[src/hw/parity_status_pkg.sv]
package parity_status_pkg;

    // register bus geometry
    localparam int ADDR_WIDTH = 8;
    localparam int DATA_WIDTH = 32;

    // register offsets (byte addresses, one aligned word each)
    localparam logic [7:0] CTRL_OFFSET   = 8'h00;
    localparam logic [7:0] STATUS_OFFSET = 8'h04;
    localparam logic [7:0] MASK_OFFSET   = 8'h08;

    // control register fields
    localparam int CTRL_PRI_RESP_BIT = 0;
    localparam int CTRL_SEC_RESP_BIT = 1;
    localparam int CTRL_WIDTH        = 2;

    // status and mask register fields
    localparam int STAT_PRI_DET_BIT  = 0;
    localparam int STAT_SEC_DET_BIT  = 1;
    localparam int STAT_PRI_MDPE_BIT = 2;
    localparam int STAT_SEC_MDPE_BIT = 3;
    localparam int STAT_WIDTH        = 4;

    // reset values
    localparam logic [1:0] CTRL_RESET   = 2'h0;
    localparam logic [3:0] STATUS_RESET = 4'h0;
    localparam logic [3:0] MASK_RESET   = 4'h0;
    localparam logic       PIN_IDLE     = 1'h1;

    // transaction kind of a reported parity event
    typedef enum logic [1:0] {
        TXN_READ    = 2'b00,
        TXN_POSTED  = 2'b01,
        TXN_DELAYED = 2'b10
    } txn_type;

    typedef txn_type txn_kind_type;

    // direction of the transaction through the bridge
    typedef enum logic {
        DIR_DOWN = 1'b0,
        DIR_UP   = 1'b1
    } dir_type;

    // bus on which the bad parity was seen
    typedef enum logic {
        BUS_PRIMARY   = 1'b0,
        BUS_SECONDARY = 1'b1
    } bus_type;

endpackage : parity_status_pkg

[src/hw/pin_sync.sv]
`timescale 1ns/1ps
module pin_sync #(
    parameter int         WIDTH     = 2,
    parameter logic [1:0] RESET_VAL = 2'h3
) (
    // clock, reset, enable
    input  wire logic             i_clk,
    input  wire logic             i_reset,
    input  wire logic             i_ce,
    // asynchronous pins in, synchronised levels out
    input  wire logic [WIDTH-1:0] i_async,
    output logic      [WIDTH-1:0] o_sync
);

    logic [WIDTH-1:0] meta;
    logic [WIDTH-1:0] next_meta;
    logic [WIDTH-1:0] next_sync;

    // first stage feeds only the second stage
    always_comb begin
        next_meta = meta;
        next_sync = o_sync;
        if (i_ce) begin
            next_meta = i_async;
            next_sync = meta;
        end
    end

    // two flip-flop chain, idle level under reset
    always_ff @(posedge i_clk) begin
        if (i_reset) begin
            meta   <= RESET_VAL[WIDTH-1:0];
            o_sync <= RESET_VAL[WIDTH-1:0];
        end else begin
            meta   <= next_meta;
            o_sync <= next_sync;
        end
    end

endmodule : pin_sync

[src/hw/parity_status.sv]
// Implementation choices: the placing of the registers and strobed register access.
`timescale 1ns/1ps
module parity_status
    import parity_status_pkg::*;
(
    // clock, reset, enable
    input  wire logic                  i_clk,
    input  wire logic                  i_reset,
    input  wire logic                  i_ce,
    // register port
    input  wire logic [ADDR_WIDTH-1:0] i_addr,
    input  wire logic [DATA_WIDTH-1:0] i_wdata,
    input  wire logic                  i_write,
    input  wire logic                  i_read,
    output logic      [DATA_WIDTH-1:0] o_rdata,
    // parity check results from the bridge datapath
    input  wire logic                  i_err_valid,
    input  wire txn_kind_type          i_err_type,
    input  wire dir_type               i_err_dir,
    input  wire bus_type               i_err_bus,
    // bus mastership from the bridge datapath
    input  wire logic                  i_primary_master,
    input  wire logic                  i_secondary_master,
    // parity error pins driven by targets
    input  wire logic                  i_primary_parity_err_n,
    input  wire logic                  i_secondary_parity_err_n,
    // enables and interrupt
    output logic                       o_primary_perr_resp,
    output logic                       o_secondary_perr_resp,
    output logic                       o_irq
);

    logic [CTRL_WIDTH-1:0] ctrl;
    logic [CTRL_WIDTH-1:0] next_ctrl;
    logic [STAT_WIDTH-1:0] status;
    logic [STAT_WIDTH-1:0] next_status;
    logic [STAT_WIDTH-1:0] mask;
    logic [STAT_WIDTH-1:0] next_mask;
    logic [STAT_WIDTH-1:0] set_vec;
    logic [STAT_WIDTH-1:0] clr_vec;
    logic [DATA_WIDTH-1:0] next_rdata;
    logic                  next_irq;
    logic [1:0]            pins_sync;
    logic                  pri_pin_err;
    logic                  sec_pin_err;
    logic                  pri_det_evt;
    logic                  sec_det_evt;
    logic                  pri_mdpe_evt;
    logic                  sec_mdpe_evt;

    // true when the event belongs to the detected flag of one interface
    function automatic logic det_hit(input txn_kind_type t,
                                     input dir_type      d,
                                     input bus_type      b,
                                     input bus_type      side);
        dir_type read_dir;
        read_dir = (side == BUS_PRIMARY) ? DIR_UP : DIR_DOWN;
        if (b != side) begin
            det_hit = 1'b0;
        end else if (t == TXN_READ) begin
            det_hit = (d == read_dir);
        end else if (t == TXN_POSTED || t == TXN_DELAYED) begin
            det_hit = (d != read_dir);
        end else begin
            det_hit = 1'b0;
        end
    endfunction : det_hit

    // target driven parity pins, brought into the clock domain
    pin_sync #(
        .WIDTH     (2),
        .RESET_VAL ({PIN_IDLE, PIN_IDLE})
    ) u_pin_sync (
        .i_clk   (i_clk),
        .i_reset (i_reset),
        .i_ce    (i_ce),
        .i_async ({i_secondary_parity_err_n, i_primary_parity_err_n}),
        .o_sync  (pins_sync)
    );

    assign pri_pin_err = ~pins_sync[0];
    assign sec_pin_err = ~pins_sync[1];

    // detected flags, independent of both response enables
    assign pri_det_evt = i_err_valid
        && det_hit(i_err_type, i_err_dir, i_err_bus, BUS_PRIMARY);
    assign sec_det_evt = i_err_valid
        && det_hit(i_err_type, i_err_dir, i_err_bus, BUS_SECONDARY);

    // master data parity flags, gated by mastership and enable
    assign pri_mdpe_evt = i_primary_master
        && ctrl[CTRL_PRI_RESP_BIT]
        && (pri_pin_err
            || (i_err_valid && i_err_bus == BUS_PRIMARY
                && i_err_dir == DIR_UP));
    assign sec_mdpe_evt = i_secondary_master
        && ctrl[CTRL_SEC_RESP_BIT]
        && (sec_pin_err
            || (i_err_valid && i_err_bus == BUS_SECONDARY
                && i_err_dir == DIR_DOWN));

    // register writes, sticky flags with set winning over clear
    always_comb begin
        set_vec = STATUS_RESET;
        set_vec[STAT_PRI_DET_BIT]  = pri_det_evt;
        set_vec[STAT_SEC_DET_BIT]  = sec_det_evt;
        set_vec[STAT_PRI_MDPE_BIT] = pri_mdpe_evt;
        set_vec[STAT_SEC_MDPE_BIT] = sec_mdpe_evt;
        clr_vec   = STATUS_RESET;
        next_ctrl = ctrl;
        next_mask = mask;
        if (i_write) begin
            if (i_addr == CTRL_OFFSET) begin
                next_ctrl = i_wdata[CTRL_WIDTH-1:0];
            end else if (i_addr == STATUS_OFFSET) begin
                clr_vec = i_wdata[STAT_WIDTH-1:0];
            end else if (i_addr == MASK_OFFSET) begin
                next_mask = i_wdata[STAT_WIDTH-1:0];
            end
        end
        next_status = (status & ~clr_vec) | set_vec;
        next_irq    = |(next_status & next_mask);
    end

    // read data, valid only in the cycle after the read strobe
    always_comb begin
        next_rdata = '0;
        if (i_read) begin
            if (i_addr == CTRL_OFFSET) begin
                next_rdata[CTRL_WIDTH-1:0] = ctrl;
            end else if (i_addr == STATUS_OFFSET) begin
                next_rdata[STAT_WIDTH-1:0] = status;
            end else if (i_addr == MASK_OFFSET) begin
                next_rdata[STAT_WIDTH-1:0] = mask;
            end
        end
    end

    // register state, frozen while the clock enable is low
    always_ff @(posedge i_clk) begin
        if (i_reset) begin
            ctrl                  <= CTRL_RESET;
            status                <= STATUS_RESET;
            mask                  <= MASK_RESET;
            o_rdata               <= '0;
            o_irq                 <= 1'b0;
            o_primary_perr_resp   <= CTRL_RESET[CTRL_PRI_RESP_BIT];
            o_secondary_perr_resp <= CTRL_RESET[CTRL_SEC_RESP_BIT];
        end else if (i_ce) begin
            ctrl                  <= next_ctrl;
            status                <= next_status;
            mask                  <= next_mask;
            o_rdata               <= next_rdata;
            o_irq                 <= next_irq;
            o_primary_perr_resp   <= next_ctrl[CTRL_PRI_RESP_BIT];
            o_secondary_perr_resp <= next_ctrl[CTRL_SEC_RESP_BIT];
        end
    end
endmodule : parity_status

[config.mk]
export PLATFORM = sky130hd
export DESIGN_NAME = parity_status
export DESIGN_NICKNAME = d
export VERILOG_FILES = /design/src/hw/parity_status_pkg.sv /design/src/hw/pin_sync.sv /design/src/hw/parity_status.sv
export SDC_FILE = /design/constraint.sdc
export NUM_CORES = 1
export LEC_CHECK = 0
export BUFFER_PORTS_ARGS = -buffer_cell sky130_fd_sc_hd__clkbuf_2
export CAP_MARGIN = 10
export CORE_MARGIN = 5
export CORE_UTILIZATION = 44
export DETAILED_ROUTE_END_ITERATION = 8
export PLACE_DENSITY = 0.82
export SLEW_MARGIN = 20
export SYNTH_ARGS = -nofsm -noshare
export SYNTH_HDL_FRONTEND = slang
export SYNTH_SLANG_ARGS = --single-unit
[constraint.sdc]
create_clock -name i_clk -period 3.2 [get_ports i_clk]
set_input_delay 0.16 -clock i_clk [delete_from_list [all_inputs] [get_ports i_clk]]
set_output_delay 0.16 -clock i_clk [all_outputs]
set_load 0.005 [all_outputs]
==> results.cfg, run 1 <==
[status]
outcome = complete, no violations

[worst_setup_path]
critical_path.startpoint_type = input pin
rr_endpoint = o_irq
timing.rr.start = status[2]
timing.setup.critical_path_class = input pin to register
endpoint_kind = register
timing.critical_path.slowest_stage_cell = nor2b_1
worstPathCellList = clkbuf_2 > nor2b_1 > nand4_2 > mux2i_1 > a21oi_1 > o31a_1
reg2reg_depth = 4
path_buf_inv = 1
r2r_setup_slack_ps = 1990
timing.critical_path.fanout_max = 7
cp_data_arrival_time_ps = 1570
timing.critical_path.slowest_cell_delay_ps = 430
worst_path_dominant_cell_family = simple AND/OR/NAND/NOR gates
timing.critical_path.required_ps = 3400

[clock_network]
cts-root-to-sink-buffers = 2
cts_resized = 0
cts_made_buffers = 3
tritoncts_num_sinks = 19
cts_tree = yes
ctsHoldBuffers = 0
postCtsSetupBuffers = 0
depth_of_the_cts_h_tree = 1
worstSkewPairLatency_ps = 300
cts_root_buf = clkbuf_4
clkTransAtPathRegs_ps = 110

[power]
static-leakage-power_nw = 0.6719
pwr_density_cell_mw_per_mm2 = 328.3
vdd.ir_drop.worst_mv = 0.2423

[logic_synthesis]
syn_area_sq_mm = 0.001270
syn-instance-count = 150
synth.distinct_cells = 31
yosys.area.top_type = dfxtp_1
synth_warnings = 0
dominantRegCellSynth = dfxtp_1
synth_largest_type_area_fraction_pct = 29.95
synthMostInstantiatedCell = buf_4
yosys-top-cells-count = 28 x buf_4, 19 x dfxtp_1, 14 x nor2_1
syn-mean-instance-area_sq_um = 8.466
synth_edf_count = 0
postSynth.asyncResetShare_pct = 0
synth_seq_area_share_pct = 29.95
synthTopCellsByArea = dfxtp_1 30%, buf_4 17%, mux2i_1 8.7%
ys_ff_latch = 19

[detailed_routing]
routed_wirelength_mm = 2.474
detail_route.wl_per_cell_um = 11.78
drtPass1Iterations = 4
route.detailed.vias_per_inst = 4.776
detailedRoute.firstIterationViolations = 18
routed_vias = 1003
ant_nets = 0
drcViolationCount = 0

[hold_path]
worst_hold_path.endpoint = u_pin_sync.meta[0]
hold_path_depth = 2
hold_path.startpoint = i_primary_parity_err_n
hold_path.class = input pin to register

[timing]
rsz0062_at_grt = no
finalWorstSetupSlack_ps = 1832
finClkSkew_ps = 7.256
max_slew.worst_pin.slew_ps = 507.0
timing.final.setup_violations = 0
final_min_period_over_clock_period_pct = 42.74
min_period_ps = 1368
slew_viol_final = 0
slew_headroom_pct = 66.20
setup_tns_ps = 0
timing_hold_violations_final = 0
fmax_mhz = 731.1

[place]
place_ws_ps = 1526
port_buffers = 32
place_hpwl_mm = 1.967
final_weighted_congestion_in_routability_driven_placement = 0.7431

[die]
placeableCoreArea_sq_mm = 0.002758
die_footprint_sq_mm = 0.004061
chipWidth_um = 63.73
ios = 89
die_height_um = 63.73
starting_density_of_the_core_pct = 46.05
row_count = 19

[layout]
layout-area-overhead-vs-synth_pct = 7.291
final_net_count = 235
insertedDiodeCount = 0
final_layout_size_suffix_gt1_share_pct = 23.46
fillers = 281

[grt]
grt_max_degree = 29
via_count_of_the_first_global_routing_pass = 942
grt.overflow.total = 0
antenna_violations_before_repair = 0
groute.usage.overall_pct = 11.73
grt_first_pass_wirelength_mm = 4.002

[flow_run]
drv.max_cap_violation_count = 0
## state kept, by name, indices dropped and copies added (netlist names)
register / cells
o_irq: 1
o_rdata: 4
status: 4
mask: 4
ctrl: 1
u_pin_sync.o_sync: 2
o_secondary_perr_resp: 1
u_pin_sync.meta: 2
## cell families after synthesis
kind of cell / count (synthesis) / share of synthesized area (%)
compound gates: 28 / 16.16
fa+ha+maj: 1 / 0.9851
buf+inv: 37 / 19.31
flops: 19 / 29.95
mux: 11 / 8.670
other cells: 1 / 0.2953
simple gates: 53 / 24.63
## where the power goes
| group | switching (W) | internal [W] | leakage [nW] | total, W |
|---|---|---|---|---|
| combinational | 0.0000437 | 0.0000323 | 0.502 | 0.0000760 |
| sequential | 0.00000621 | 0.000244 | 0.155 | 0.000250 |
| clock | 0.0000724 | 0.0000485 | 0.0150 | 0.000121 |
| total | 0.000122 | 0.000325 | 0.672 | 0.000447 |
## how the worst max path moves through the flow
| stage | to | cells after the start | slack [ps] | from |
|---|---|---|---|---|
| finish | o_irq | 6 | 1830 | i_addr[3] |
| global route | o_irq | 6 | 1730 | i_addr[3] |
| CTS | o_irq | 6 | 1840 | i_addr[3] |
| detailed placement | o_irq | 6 | 1530 | i_addr[3] |
| floorplan | o_irq | 5 | 1790 | i_addr[1] |
| global placement | o_irq | 6 | 1500 | i_addr[3] |
## metal layers
layer  GRT usage, %  vias up  share of wire (%)
li1               -      520                  -
met1          15.52      440                 45
met2          18.65       41                 45
met3          3.375        2                9.5
met4          3.117        0               0.73
met5              0        -                  0
## final cells by class
type | instances | area (sq um) | share of cell area (%)
clock buffer | 4 | 26.28 | 1.928
inverter | 3 | 11.26 | 0.8264
multi-input combinational | 121 | 745.7 | 54.73
sequential | 19 | 380.4 | 27.92
tap | 31 | 38.79 | 2.847
timing repair buffer | 32 | 160.2 | 11.75
## metrics by stage
stage	total power [W]	hold slack, ps	instance area [sq um]	instances	util, %
floorplan	0.0003277	282.4	1371	177	-
global placement	0.0003288	367.0	1336	206	48.46
detailed placement	0.0003306	374.8	1336	206	48.46
CTS	0.0004536	52.07	1363	210	49.41
global route	0.0004741	64.54	1363	210	49.41
finish	0.0004474	63.39	1363	210	49.41
## cells in the final DEF (no fill, tap or decap)
| cell | synthesis | routed |
|---|---|---|
| clkbuf_2 | 0 | 32 |
| conb_1 | 1 | 28 |
| dfxtp_1 | 19 | 19 |
| nor2_1 | 14 | 14 |
| mux2i_1 | 11 | 11 |
| a21oi_1 | 10 | 10 |
| nor2b_1 | 8 | 8 |
| nand3_1 | 7 | 7 |
| nand2_1 | 7 | 7 |
| nand2b_1 | 6 | 6 |
| a211o_1 | 4 | 4 |
| a211oi_2 | 4 | 4 |
| inv_1 | 3 | 3 |
| nand3b_1 | 3 | 3 |
| a211oi_1 | 3 | 3 |
| clkbuf_4 | 0 | 3 |
| and3_1 | 2 | 2 |
| a22o_1 | 2 | 2 |
| o21ai_1 | 2 | 2 |
| nor4_4 | 1 | 1 |
| and2b_1 | 1 | 1 |
| nand4_4 | 1 | 1 |
| nand4_2 | 1 | 1 |
| or3b_1 | 1 | 1 |
| o21ai_0 | 1 | 1 |
| o22ai_1 | 1 | 1 |
| o31a_1 | 1 | 1 |
| nor3_1 | 1 | 1 |
| ha_1 | 1 | 1 |
| clkbuf_1 | 4 | 1 |
Note: power is estimated with default switching activity, not from simulation.
==> run 2, diff against run 1 <==
Settings changed: CORE_UTILIZATION 44 to 41, PLACE_DENSITY 0.82 to 0.77.
Clock period 3.2 ns to 1.3 ns, I/O delays scaled along.
==> results.cfg, run 2 (synthesis results as in run 1) <==
[status]
outcome = complete, no violations

[place]
place_ws_ps = -267.1
place_hpwl_mm = 2.142
port_buffers = 32
final_weighted_congestion_in_routability_driven_placement = 0.8799

[detailed_routing]
detailedRoute.firstIterationViolations = 46
route.detailed.vias_per_inst = 4.714
routed_wirelength_mm = 2.698
ant_nets = 0
drtPass1Iterations = 4
detail_route.wl_per_cell_um = 11.89
drcViolationCount = 0
routed_vias = 1070

[clock_network]
depth_of_the_cts_h_tree = 1
cts_tree = yes
worstSkewPairLatency_ps = 290
clkTransAtPathRegs_ps = 100
tritoncts_num_sinks = 19
cts_made_buffers = 3
cts_root_buf = clkbuf_4
cts-root-to-sink-buffers = 2

[worst_setup_path]
timing.setup.critical_path_class = register to register
timing.rr.start = status[2]
worstPathCellList = nor2b_1 > a211oi_2 > o22ai_1 > o31a_1
cp-startpoint = status[2]
r2r_setup_slack_ps = 70
timing.critical_path.required_ps = 1480
critical_path.startpoint_type = register
endpoint_kind = register
timing.critical_path.slowest_stage_cell = dfxtp_1
cp_data_arrival_time_ps = 1420
reg2reg_depth = 4
rr_endpoint = o_irq
timing.critical_path.slowest_cell_delay_ps = 360
timing.critical_path.fanout_max = 4

[layout]
mostFrequentLayoutCells = 32 x clkbuf_2, 28 x conb_1, 19 x dfxtp_1, 14 x nor2_1, 13 x buf_4
insertedDiodeCount = 0
final-seq-area_sq_um = 380.4
final_net_count = 250
layout-area-overhead-vs-synth_pct = 17.44
final_layout_size_suffix_gt1_share_pct = 28.35
multi_input_area_sq_um = 754.5
fillers = 297
commonest_non_fill_non_tap_cell_in_the_layout = clkbuf_2
reg_top3 = mask (4), o_rdata (4), status (4)

[power]
power_frac_clock_pct = 25.5
pwr_density_cell_mw_per_mm2 = 757.3
cellInternalPower_w = 0.0008285
share_comb_of_total_power_pct = 19.9
switching_portion_of_total_power_pct = 26.65
vdd.ir_drop.worst_mv = 0.6781
static-leakage-power_nw = 0.7397
netSwitchingPower_w = 0.0003010
power_frac_seq_pct = 54.6

[grt]
via_count_of_the_first_global_routing_pass = 987
antenna_violations_before_repair = 0
grt_first_pass_wirelength_mm = 4.133
groute.usage.overall_pct = 12.18
grt_max_degree = 20
grt.overflow.total = 0

[timing]
slew_viol_final = 0
finalWorstSetupSlack_ps = 65.71
timing.final.setup_violations = 0
setup_tns_ps = 0
min_period_ps = 1234
timing_hold_violations_final = 0
fmax_mhz = 810.2
finClkSkew_ps = 7.374
rsz0062_at_grt = no
final_min_period_over_clock_period_pct = 94.95

[hold_path]
hold_path.class = input pin to register
worst_hold_path.endpoint = mask[2]
hold_path_depth = 3
hold_path.startpoint = i_wdata[2]

[die]
row_count = 20
placeableCoreArea_sq_mm = 0.003003
die_footprint_sq_mm = 0.004311
starting_density_of_the_core_pct = 42.29
chipWidth_um = 65.66
ios = 89
die_height_um = 65.66

[flow_run]
drv.max_cap_violation_count = 0
-- run 2: power groups by stage --
stage,clock [W],sequential (W),combinational [W]
2_1_floorplan,0,0.000626,0.000181
3_3_place_gp,0,0.000630,0.000210
3_5_place_dp,0,0.000629,0.000213
4_1_cts,0.000306,0.000616,0.000219
5_1_grt,0.000339,0.000620,0.000252
6_report,0.000288,0.000616,0.000225
-- run 2: through the flow --
step	total power [W]	utilization, %	instances	area [sq um]	hold WS, ps
after global placement	0.0008397	47.58	220	1429	271.2
after detailed placement	0.0008420	47.58	220	1429	275.5
after CTS	0.001141	49.13	226	1475	38.11
final	0.001130	49.67	227	1491	44.26
after global routing	0.001211	49.67	227	1491	64.44
after floorplan	0.0008070	-	177	1371	187.4
-- run 2: layer usage --
layer  track usage, %  part of all wire, %  vias up
met5                0                    0        -
met4            3.886                  1.7        0
met3            4.274                  9.6        6
met2            19.90                   43       48
met1            14.84                   45      465
li1                 -                    -      551
-- run 2: worst max-delay path by stage --
stage | depth (start not counted) | endpoint | slack, ps
after CTS | 6 | o_irq | 40
after global routing | 4 | o_irq | 10
after floorplan | 5 | o_irq | 1
after detailed placement | 6 | o_irq | -270
after global placement | 6 | o_irq | -180
final | 4 | o_irq | 70
-- run 2: what timing repair did --
action / CTS / global route
hold buffers: 2 / 0
hold endpoints to repair: 2 / 0
buffers inserted: 0 / 1
resized for setup: 0 / 1
endpoints found under the setup margin: 0 / 1
-- run 2: worst max-delay path, delay by kind of cell (launching register included) --
kind / cells / cell delay [ps]
AO/OA/AOI/OAI: 3 / 610
AND/OR/NAND/NOR: 1 / 150
flip-flops: 1 / 360
-- run 2: area by class of cell --
cell class | instances | share of cell area (%)
Tap cell | 33 | 2.768
Clock buffer | 4 | 1.762
Multi-Input combinational cell | 121 | 50.59
Sequential cell | 19 | 25.50
Inverter | 3 | 0.7550
Timing Repair Buffer | 47 | 18.62
